<file path="config.mk">
export PLATFORM = sky130hd
export DESIGN_NAME = uart_serial_control_flags
export DESIGN_NICKNAME = d
export VERILOG_FILES = /design/src/uart_flags_pkg.sv /design/src/rx_byte_store.sv /design/src/uart_serial_control_flags.sv
export VERILOG_INCLUDE_DIRS = /design/src
export SDC_FILE = /design/constraint.sdc
export NUM_CORES = 1
export LEC_CHECK = 0
export ABC_AREA = 1
export ABC_CLOCK_PERIOD_IN_PS = 3500
export BUFFER_PORTS_ARGS = -buffer_cell sky130_fd_sc_hd__buf_2
export CAP_MARGIN = 20
export CORE_ASPECT_RATIO = 0.9
export CORE_MARGIN = 10
export CORE_UTILIZATION = 47
export DETAILED_ROUTE_END_ITERATION = 10
export MAX_ROUTING_LAYER = met4
export PLACE_DENSITY = 0.76
export SYNTH_ARGS = -nofsm -noshare
export SYNTH_HDL_FRONTEND = slang
export SYNTH_SLANG_ARGS = --single-unit
</file>
<file path="constraint.sdc">
create_clock -name sys_clk -period 3.5 [get_ports sys_clk]
set_input_delay 0.175 -clock sys_clk [delete_from_list [all_inputs] [get_ports sys_clk]]
set_output_delay 0.175 -clock sys_clk [all_outputs]
set_load 0.02 [all_outputs]
</file>
<file path="src/uart_flags_consts.svh">
// offsets, field positions, reset values and timing counts
`ifndef UART_FLAGS_CONSTS_SVH
`define UART_FLAGS_CONSTS_SVH
`define OFS_CTRL      8'h00
`define OFS_DATA      8'h04
`define OFS_CONFIG    8'h08
`define OFS_MASK      8'h0C
`define POS_THE       5
`define POS_REN       4
`define POS_TBX       3
`define POS_RBX       2
`define POS_TI        1
`define POS_RI        0
`define POS_XBE       0
`define POS_PEN       1
`define POS_PODD      2
`define CTRL_RESET    8'h20
`define MASK_RESET    2'h0
`define CLK_NS        10
`define BIT_TIME_NS   8680
`define BIT_CYCLES    ((`BIT_TIME_NS + `CLK_NS - 1) / `CLK_NS)
`define FIFO_AW       2
`define FIFO_DEPTH    4
`endif

</file>
<file path="src/uart_flags_pkg.sv">
// state types of the serial flag block
package uart_flags_pkg;
    typedef enum logic [2:0] {
        tx_idle, tx_start, tx_data, tx_extra, tx_stop
    } tx_state_type;
    typedef enum logic [2:0] {
        rx_idle, rx_start, rx_data, rx_extra, rx_stop
    } rx_state_type;
endpackage

</file>
<file path="src/rx_byte_store.sv">
// small receive byte store with registered head data
`timescale 1ns/100ps
`include "uart_flags_consts.svh"
module rx_byte_store (
    input  wire logic                sys_clk,
    input  wire logic                srst,
    input  wire logic                push,
    input  wire logic [7:0]          push_data,
    input  wire logic                pop,
    output logic      [7:0]          head_data,
    output logic      [`FIFO_AW:0]   count
);
    logic [7:0]          mem [`FIFO_DEPTH];
    logic [`FIFO_AW-1:0] wr_ptr;
    logic [`FIFO_AW-1:0] rd_ptr;
    logic [`FIFO_AW-1:0] next_wr_ptr;
    logic [`FIFO_AW-1:0] next_rd_ptr;
    logic [`FIFO_AW:0]   next_count;
    logic                do_push;
    logic                do_pop;

    always_comb begin
        do_push     = push && (count != `FIFO_DEPTH);
        do_pop      = pop && (count != '0);
        next_wr_ptr = do_push ? wr_ptr + 1'b1 : wr_ptr;
        next_rd_ptr = do_pop ? rd_ptr + 1'b1 : rd_ptr;
        next_count  = count;
        if (do_push && !do_pop) begin
            next_count = count + 1'b1;
        end else if (do_pop && !do_push) begin
            next_count = count - 1'b1;
        end
    end

    // head lags a pointer move by one cycle; bus reads wait one cycle
    always_ff @(posedge sys_clk) begin
        if (srst) begin
            wr_ptr    <= '0;
            rd_ptr    <= '0;
            count     <= '0;
            head_data <= 8'h00;
        end else begin
            wr_ptr    <= next_wr_ptr;
            rd_ptr    <= next_rd_ptr;
            count     <= next_count;
            head_data <= mem[rd_ptr];
        end
        if (do_push) begin
            mem[wr_ptr] <= push_data;
        end
    end
endmodule // rx_byte_store

</file>
<file path="src/uart_serial_control_flags.sv">
// serial control/status flags, transmitter, receiver and bus slave
//
// Behaviour
// - empty flag set when holding register free
// - receiver starts a frame only while enabled; a frame already begun completes after disable
// - stored bytes readable while receiver disabled
// - extra bit sent as transmit extra field
// - transmit extra field ignored under parity
// - received extra bit captured when enabled
// - otherwise first stop bit captured
// - transmit flag set at stop start
// - unmasked transmit flag raises interrupt
// - transmit flag cleared only by software
// - receive flag set on complete byte
//
// Our own choices: the address map and register access over AHB-Lite.
`timescale 1ns/100ps
`include "uart_flags_consts.svh"
module uart_serial_control_flags (
    input  wire logic        sys_clk,
    input  wire logic        srst,
    input  wire logic        hsel,
    input  wire logic [31:0] haddr,
    input  wire logic [1:0]  htrans,
    input  wire logic        hwrite,
    input  wire logic [2:0]  hsize,
    input  wire logic [31:0] hwdata,
    input  wire logic        hready,
    output logic             hreadyout,
    output logic             hresp,
    output logic      [31:0] hrdata,
    input  wire logic        rxd,
    output logic             txd,
    output logic             irq
);
    localparam int BITS = `BIT_CYCLES;

    function automatic logic [3:0] frame_len(input logic xbe,
                                             input logic pen);
        return (xbe || pen) ? 4'd9 : 4'd8;
    endfunction

    ////////////////////////////////////////////////////////////////////
    // bus slave: every transfer takes one wait state
    logic       pending, waited, wr_q;
    logic [7:0] addr_q;
    logic       next_pending, next_waited, next_wr_q;
    logic [7:0] next_addr_q;
    logic [31:0] next_hrdata;
    logic       done, wr_ctrl, wr_data, wr_cfg, wr_mask, rd_data;

    logic [7:0]  head_data;
    logic [`FIFO_AW:0] count;
    logic        tx_holding_empty, rx_enable_bit, tx_extra_bit;
    logic        rx_extra_bit, tx_irq_flag, rx_irq_flag;
    logic        extra_bit_enable, parity_en, parity_odd;
    logic [1:0]  irq_mask;

    assign hreadyout = !pending || waited;
    assign hresp     = 1'b0;
    assign done      = pending && waited;
    assign wr_ctrl   = done && wr_q && addr_q == `OFS_CTRL;
    assign wr_data   = done && wr_q && addr_q == `OFS_DATA;
    assign wr_cfg    = done && wr_q && addr_q == `OFS_CONFIG;
    assign wr_mask   = done && wr_q && addr_q == `OFS_MASK;
    assign rd_data   = done && !wr_q && addr_q == `OFS_DATA;

    always_comb begin
        next_pending = pending && !waited;
        next_waited  = pending && !waited;
        next_addr_q  = addr_q;
        next_wr_q    = wr_q;
        next_hrdata  = hrdata;
        if (hsel && hready && htrans[1]) begin
            next_pending = 1'b1;
            next_waited  = 1'b0;
            next_addr_q  = haddr[7:0];
            next_wr_q    = hwrite;
        end
        if (pending && !waited) begin
            unique case (addr_q)
                `OFS_CTRL: next_hrdata = {26'h0, tx_holding_empty,
                    rx_enable_bit, tx_extra_bit, rx_extra_bit,
                    tx_irq_flag, rx_irq_flag};
                `OFS_DATA: next_hrdata = {24'h0, head_data};
                `OFS_CONFIG: next_hrdata = {29'h0, parity_odd,
                    parity_en, extra_bit_enable};
                `OFS_MASK: next_hrdata = {30'h0, irq_mask};
                default: next_hrdata = 32'h0000_0000;
            endcase
        end
    end

    always_ff @(posedge sys_clk) begin
        if (srst) begin
            pending <= 1'b0;
            waited  <= 1'b0;
            addr_q  <= 8'h00;
            wr_q    <= 1'b0;
            hrdata  <= 32'h0000_0000;
        end else begin
            pending <= next_pending;
            waited  <= next_waited;
            addr_q  <= next_addr_q;
            wr_q    <= next_wr_q;
            hrdata  <= next_hrdata;
        end
    end

    ////////////////////////////////////////////////////////////////////
    // control, flags and mask
    logic       tx_set, rx_set, rx_xbit_load, rx_xbit_val;
    logic       hold_full, next_hold_full;
    logic [7:0] hold, next_hold;
    logic       next_ren, next_tbx, next_rbx, next_ti, next_ri;
    logic       next_xbe, next_pen, next_podd;
    logic [1:0] next_mask;
    logic       load_shift;

    assign tx_holding_empty = !hold_full;
    assign irq = |({tx_irq_flag, rx_irq_flag} & irq_mask);

    always_comb begin
        next_ren  = wr_ctrl ? hwdata[`POS_REN] : rx_enable_bit;
        next_tbx  = wr_ctrl ? hwdata[`POS_TBX] : tx_extra_bit;
        next_rbx  = rx_xbit_load ? rx_xbit_val : rx_extra_bit;
        // set beats a clear in the same cycle
        next_ti = tx_set || (tx_irq_flag &&
                  !(wr_ctrl && hwdata[`POS_TI]));
        next_ri = rx_set || (rx_irq_flag &&
                  !(wr_ctrl && hwdata[`POS_RI]));
        next_xbe  = wr_cfg ? hwdata[`POS_XBE] : extra_bit_enable;
        next_pen  = wr_cfg ? hwdata[`POS_PEN] : parity_en;
        next_podd = wr_cfg ? hwdata[`POS_PODD] : parity_odd;
        next_mask = wr_mask ? hwdata[1:0] : irq_mask;
        next_hold = hold;
        next_hold_full = hold_full && !load_shift;
        // a write while occupied is dropped, not queued
        if (wr_data && !hold_full) begin
            next_hold      = hwdata[7:0];
            next_hold_full = 1'b1;
        end
    end

    always_ff @(posedge sys_clk) begin
        if (srst) begin
            rx_enable_bit    <= 1'((`CTRL_RESET >> `POS_REN) & 8'h01);
            tx_extra_bit     <= 1'b0;
            rx_extra_bit     <= 1'b0;
            tx_irq_flag      <= 1'b0;
            rx_irq_flag      <= 1'b0;
            extra_bit_enable <= 1'b0;
            parity_en        <= 1'b0;
            parity_odd       <= 1'b0;
            irq_mask         <= `MASK_RESET;
            hold             <= 8'h00;
            hold_full        <= 1'b0;
        end else begin
            rx_enable_bit    <= next_ren;
            tx_extra_bit     <= next_tbx;
            rx_extra_bit     <= next_rbx;
            tx_irq_flag      <= next_ti;
            rx_irq_flag      <= next_ri;
            extra_bit_enable <= next_xbe;
            parity_en        <= next_pen;
            parity_odd       <= next_podd;
            irq_mask         <= next_mask;
            hold             <= next_hold;
            hold_full        <= next_hold_full;
        end
    end

    ////////////////////////////////////////////////////////////////////
    // transmitter
    uart_flags_pkg::tx_state_type tx_state, next_tx_state;
    logic [9:0] tx_cnt, next_tx_cnt;
    logic [3:0] tx_idx, next_tx_idx;
    logic [7:0] tx_shift, next_tx_shift;
    logic       next_txd, tx_xbit, next_tx_xbit;

    always_comb begin
        next_tx_state = tx_state;
        next_tx_cnt   = (tx_cnt == '0) ? 10'(BITS - 1) : tx_cnt - 1'b1;
        next_tx_idx   = tx_idx;
        next_tx_shift = tx_shift;
        next_tx_xbit  = tx_xbit;
        next_txd      = txd;
        load_shift    = 1'b0;
        tx_set        = 1'b0;
        unique case (tx_state)
            uart_flags_pkg::tx_idle: begin
                next_tx_cnt = 10'(BITS - 1);
                if (hold_full) begin
                    load_shift    = 1'b1;
                    next_tx_shift = hold;
                    next_tx_xbit  = parity_en ? (^hold ^ parity_odd)
                                              : tx_extra_bit;
                    next_tx_idx   = 4'd0;
                    next_txd      = 1'b0;
                    next_tx_state = uart_flags_pkg::tx_start;
                end
            end
            uart_flags_pkg::tx_start, uart_flags_pkg::tx_data: begin
                if (tx_cnt == '0) begin
                    if (tx_idx == 4'd8) begin
                        next_txd = tx_xbit;
                        next_tx_state = uart_flags_pkg::tx_extra;
                    end else begin
                        next_txd      = tx_shift[0];
                        next_tx_shift = tx_shift >> 1;
                        next_tx_idx   = tx_idx + 1'b1;
                        next_tx_state = uart_flags_pkg::tx_data;
                    end
                    if (tx_idx == frame_len(extra_bit_enable,
                                            parity_en)) begin
                        next_txd      = 1'b1;
                        tx_set        = 1'b1;
                        next_tx_state = uart_flags_pkg::tx_stop;
                    end
                end
            end
            uart_flags_pkg::tx_extra: begin
                if (tx_cnt == '0) begin
                    next_txd      = 1'b1;
                    tx_set        = 1'b1;
                    next_tx_state = uart_flags_pkg::tx_stop;
                end
            end
            uart_flags_pkg::tx_stop: begin
                if (tx_cnt == '0) begin
                    next_tx_state = uart_flags_pkg::tx_idle;
                end
            end
        endcase
    end

    always_ff @(posedge sys_clk) begin
        if (srst) begin
            tx_state <= uart_flags_pkg::tx_idle;
            tx_cnt   <= 10'h000;
            tx_idx   <= 4'h0;
            tx_shift <= 8'h00;
            tx_xbit  <= 1'b0;
            txd      <= 1'b1;
        end else begin
            tx_state <= next_tx_state;
            tx_cnt   <= next_tx_cnt;
            tx_idx   <= next_tx_idx;
            tx_shift <= next_tx_shift;
            tx_xbit  <= next_tx_xbit;
            txd      <= next_txd;
        end
    end

    ////////////////////////////////////////////////////////////////////
    // receiver; the line passes two flops before any use
    uart_flags_pkg::rx_state_type rx_state, next_rx_state;
    logic       rxd_meta, rxd_s;
    logic [9:0] rx_cnt, next_rx_cnt;
    logic [3:0] rx_idx, next_rx_idx;
    logic [7:0] rx_shift, next_rx_shift;
    logic       rx_x, next_rx_x;

    always_comb begin
        next_rx_state = rx_state;
        next_rx_cnt   = (rx_cnt == '0) ? 10'(BITS - 1) : rx_cnt - 1'b1;
        next_rx_idx   = rx_idx;
        next_rx_shift = rx_shift;
        next_rx_x     = rx_x;
        rx_set        = 1'b0;
        rx_xbit_load  = 1'b0;
        rx_xbit_val   = rx_x;
        unique case (rx_state)
            uart_flags_pkg::rx_idle: begin
                next_rx_cnt = 10'(BITS / 2 - 1);
                if (rx_enable_bit && !rxd_s) begin
                    next_rx_state = uart_flags_pkg::rx_start;
                end
            end
            uart_flags_pkg::rx_start: begin
                if (rx_cnt == '0) begin
                    next_rx_idx   = 4'd0;
                    next_rx_state = rxd_s ? uart_flags_pkg::rx_idle
                                          : uart_flags_pkg::rx_data;
                end
            end
            uart_flags_pkg::rx_data: begin
                if (rx_cnt == '0) begin
                    next_rx_shift = {rxd_s, rx_shift[7:1]};
                    next_rx_idx   = rx_idx + 1'b1;
                    if (rx_idx == 4'd7) begin
                        next_rx_state = (frame_len(extra_bit_enable,
                            parity_en) == 4'd9) ? uart_flags_pkg::rx_extra
                                                : uart_flags_pkg::rx_stop;
                    end
                end
            end
            uart_flags_pkg::rx_extra: begin
                if (rx_cnt == '0) begin
                    next_rx_x     = rxd_s;
                    next_rx_state = uart_flags_pkg::rx_stop;
                end
            end
            uart_flags_pkg::rx_stop: begin
                if (rx_cnt == '0) begin
                    rx_set        = 1'b1;
                    rx_xbit_load  = 1'b1;
                    rx_xbit_val   = extra_bit_enable ? rx_x
                                                     : rxd_s;
                    next_rx_state = uart_flags_pkg::rx_idle;
                end
            end
        endcase
    end

    always_ff @(posedge sys_clk) begin
        if (srst) begin
            rxd_meta <= 1'b1;
            rxd_s    <= 1'b1;
            rx_state <= uart_flags_pkg::rx_idle;
            rx_cnt   <= 10'h000;
            rx_idx   <= 4'h0;
            rx_shift <= 8'h00;
            rx_x     <= 1'b0;
        end else begin
            rxd_meta <= rxd;
            rxd_s    <= rxd_meta;
            rx_state <= next_rx_state;
            rx_cnt   <= next_rx_cnt;
            rx_idx   <= next_rx_idx;
            rx_shift <= next_rx_shift;
            rx_x     <= next_rx_x;
        end
    end

    // pops do not depend on the receive enable
    rx_byte_store store (
        .sys_clk   (sys_clk),
        .srst      (srst),
        .push      (rx_set),
        .push_data (rx_shift),
        .pop       (rd_data),
        .head_data (head_data),
        .count     (count)
    );
endmodule // uart_serial_control_flags

</file>
==> impl_metrics.yaml <==
logic_synthesis:
  yosysTopAreaCellShare: 0.3371
  ys_seq_area_frac: 0.4869
  synth_edf_count: 32
  ys.warnings.count: 0
  yosysTopAreaCell: "dfxtp_1"
  syn_avg_cell_area_um2: 7.948
  postSynth.asyncResetShare: 0
  synth_flop_cell: "dfxtp_1"
  synth.area.top_cells: "dfxtp_1 34%, edfxtp_1 15%, nand2_1 8.9%"
  yosysMostFrequentCell: "nand2_1"
  synth_common_cells: "152 x nand2_1, 116 x nor2_1, 108 x dfxtp_1"
  synth_cell_types: 49
  synth-seq-cells: 140
  syn-cell-area_um2: 6414
  syn_inst: 807
timing:
  worst_pin_slew_ps: 920.5
  finClkSkew_ps: 8.063
  slew_headroom: 0.3857
  drv_slew: 0
  period_share: 0.7793
  fin_tns_setup_ps: 0
  final.min_clock_period_ps: 2728
  whs_ps: 15.57
  timing.fmax_ghz: 0.3666
  setup_viol: 0
  hold_violations: 0
  rsz0062_at_grt: "no"
worst_hold_path:
  worstHoldPathCells: 3
  hold_path_startpoint: "hwdata[7]"
  min_to: "hold[7]"
  hold_class: "in2reg"
setup_path:
  critical_path_class: "reg2reg"
  start_kind: "register"
  r2r_slack_ps: 770
  cp.arrival_ps: 3020
  reg2reg_from: "rx_cnt[0]"
  crit_path_end_kind: "register"
  regToRegEndpoint: "store.count[2]"
  reg2regPathDepth: 15
  worst_ep_required_time_ps: 3800
  startpoint: "rx_cnt[0]"
  cp_max_fo: 5
clock_tree:
  clockBufferDepth: 2
  cts_hold_repair.buffers: 2
  ctsResizeCount: 0
  cts_sinks: 140
  insertion_delay_ps: 410
  cts_tree: "done"
  cts.htree.levels: 4
  postCtsSetupRepairBufs: 0
  cts-buffers-inserted: 17
  clk_pin_slew_ps: 60
  cts-root-buf: "clkbuf_16"
pwr:
  seqPwrFrac: 0.410
  p_int_mw: 3.034
  power_frac_comb: 0.232
  p_leak_nw: 2.916
  powerDensity_nw_per_um2: 629.0
  clockPowerShare: 0.358
  p_sw_mw: 1.467
  switching_share: 0.3260
  ir_drop_uv: 399.5
finish:
  drive_gt1_frac: 0.1172
  insertedDiodeCount: 0
  fill_cells: 1193
  final_nets: 927
  area_growth_pct: 11.57
  register_area_um2: 3123
  utilization: 0.5355
  multi_input_area_um2: 2749
grt:
  grt_max_degree: 57
  grt_first_pass_wirelength_um: 21570
  grtUsageTotal: 0.1456
  grt_overflow: 0
  antenna_found_initial: 0
  grt_pass1_vias: 4697
detailed_routing:
  via_per_inst: 5.048
  dr_total_vias: 5154
  drc: 0
  dr.pass1.iters: 5
  final_antenna_net_count: 0
  drt_iter0_drc: 406
  wl_per_cell_um: 12.83
  wl_um: 13100
die:
  rows: 40
  dieArea_um2: 18720
  initial_core_util: 0.4800
  fp.dieH_um: 130.8
  fp.dieW_um: 143.1
  io_pins: 111
  coreArea_um2: 13360
placed_design:
  portBuffers: 33
  post-dp-hpwl_um: 9181
  place.gp.congestion: 0.9128
run_status:
  outcome: "completed"
job:
  drv_cap: 0
==> worst max path at each step <==
stage	to	slack (ps)	cells after the start
after floorplan	store.count[2]	1130	15
after global placement	store.count[2]	870	15
after detailed placement	store.count[2]	840	15
after CTS	store.count[2]	780	15
after global routing	store.count[2]	430	15
final	store.count[2]	770	15
==> critical path, stage by stage, from the launching register on <==
cell	delay, ps
dfxtp_1	320
inv_1	80
ha_1	190
nand2_2	90
nor3_2	210
nand3_1	130
nor3_2	200
nand3_1	210
inv_1	110
ha_1	150
inv_1	60
fa_1	370
a21oi_1	150
o21ai_0	120
o21ai_0	170
a21oi_1	50
==> flip-flops by register name (all words and copies together) (netlist names), 2 cells and up <==
| signal | cells |
|---|---|
| store.mem | 32 |
| rx_cnt | 10 |
| tx_cnt | 10 |
| addr_q | 8 |
| hold | 8 |
| hrdata | 8 |
| rx_shift | 8 |
| store.head_data | 8 |
| tx_shift | 8 |
| rx_idx | 4 |
| tx_idx | 4 |
| rx_state | 3 |
| store.count | 3 |
| tx_state | 3 |
| irq_mask | 2 |
| store.rd_ptr | 2 |
| store.wr_ptr | 2 |
==> power by group through the flow <==
stage	Clock [mW]	Combinational (mW)	Sequential, mW
floorplan	0	0.882	1.87
global placement	0	1.02	1.87
detailed placement	0	1.04	1.88
CTS	1.64	1.04	1.85
global route	1.70	1.19	1.86
finish	1.61	1.04	1.85
==> area by class of cell <==
cell class | count | share of cell area
Multi-Input combinational cell | 556 | 0.3842
Sequential cell | 140 | 0.4364
Clock buffer | 18 | 0.05998
Inverter | 88 | 0.04756
Tap cell | 168 | 0.02938
Clock inverter | 14 | 0.01451
Timing Repair Buffer | 37 | 0.02798
==> metal layers <==
metal  vias up  track usage  part of all wire
met5         -            -                 0
met4         0      0.06606             0.020
met3        21      0.03571             0.063
met2       122       0.2246              0.44
met1      2347       0.1779              0.47
li1       2664            -                 -
==> kinds of logic (layout without fill, tap and decap cells) <==
| group | after synthesis | count (layout) | synth area share |
|---|---|---|---|
| DFF | 140 | 140 | 0.4869 |
| xor gates and xnor gates | 9 | 9 | 0.01229 |
| AOI/OAI and AO/OA | 165 | 165 | 0.1373 |
| buffers and inverters | 135 | 157 | 0.09852 |
| adders and majority gates | 12 | 12 | 0.02458 |
| and+or+nand+nor | 345 | 345 | 0.2398 |
| other | 1 | 25 | 0.0005847 |
==> placed cells by master, fill, tap and decap left out, drive strengths merged <==
cell / synthesis / routed
a211oi: 6 / 6
a21oi: 79 / 79
a22o: 1 / 1
a31oi: 2 / 2
buf: 32 / 35
bufinv: 0 / 1
clkbuf: 15 / 18
clkinv: 2 / 9
clkinvlp: 0 / 5
conb: 1 / 25
dfxtp: 108 / 108
dlygate4sd3: 0 / 2
edfxtp: 32 / 32
fa: 1 / 1
ha: 11 / 11
inv: 86 / 87
nand2: 157 / 157
nand3: 30 / 30
nand3b: 2 / 2
nand4: 12 / 12
nor2: 124 / 124
nor3: 8 / 8
nor4: 5 / 5
o211a: 1 / 1
o211ai: 1 / 1
o21a: 1 / 1
o21ai: 72 / 72
o22ai: 1 / 1
o31ai: 1 / 1
or2: 7 / 7
xnor2: 3 / 3
xor2: 6 / 6
==> stage by stage <==
| step | power [mW] | cell area [um^2] | setup WS, ps | cells |
|---|---|---|---|---|
| final | 4.501 | 7156 | 772.3 | 1021 |
| after global routing | 4.755 | 7156 | 431.5 | 1021 |
| after CTS | 4.524 | 7156 | 777.4 | 1021 |
| after detailed placement | 2.915 | 6603 | 836.0 | 987 |
| after global placement | 2.898 | 6603 | 867.5 | 987 |
| after floorplan | 2.748 | 6504 | 1133 | 831 |
Note: power is estimated with default switching activity, not from simulation.
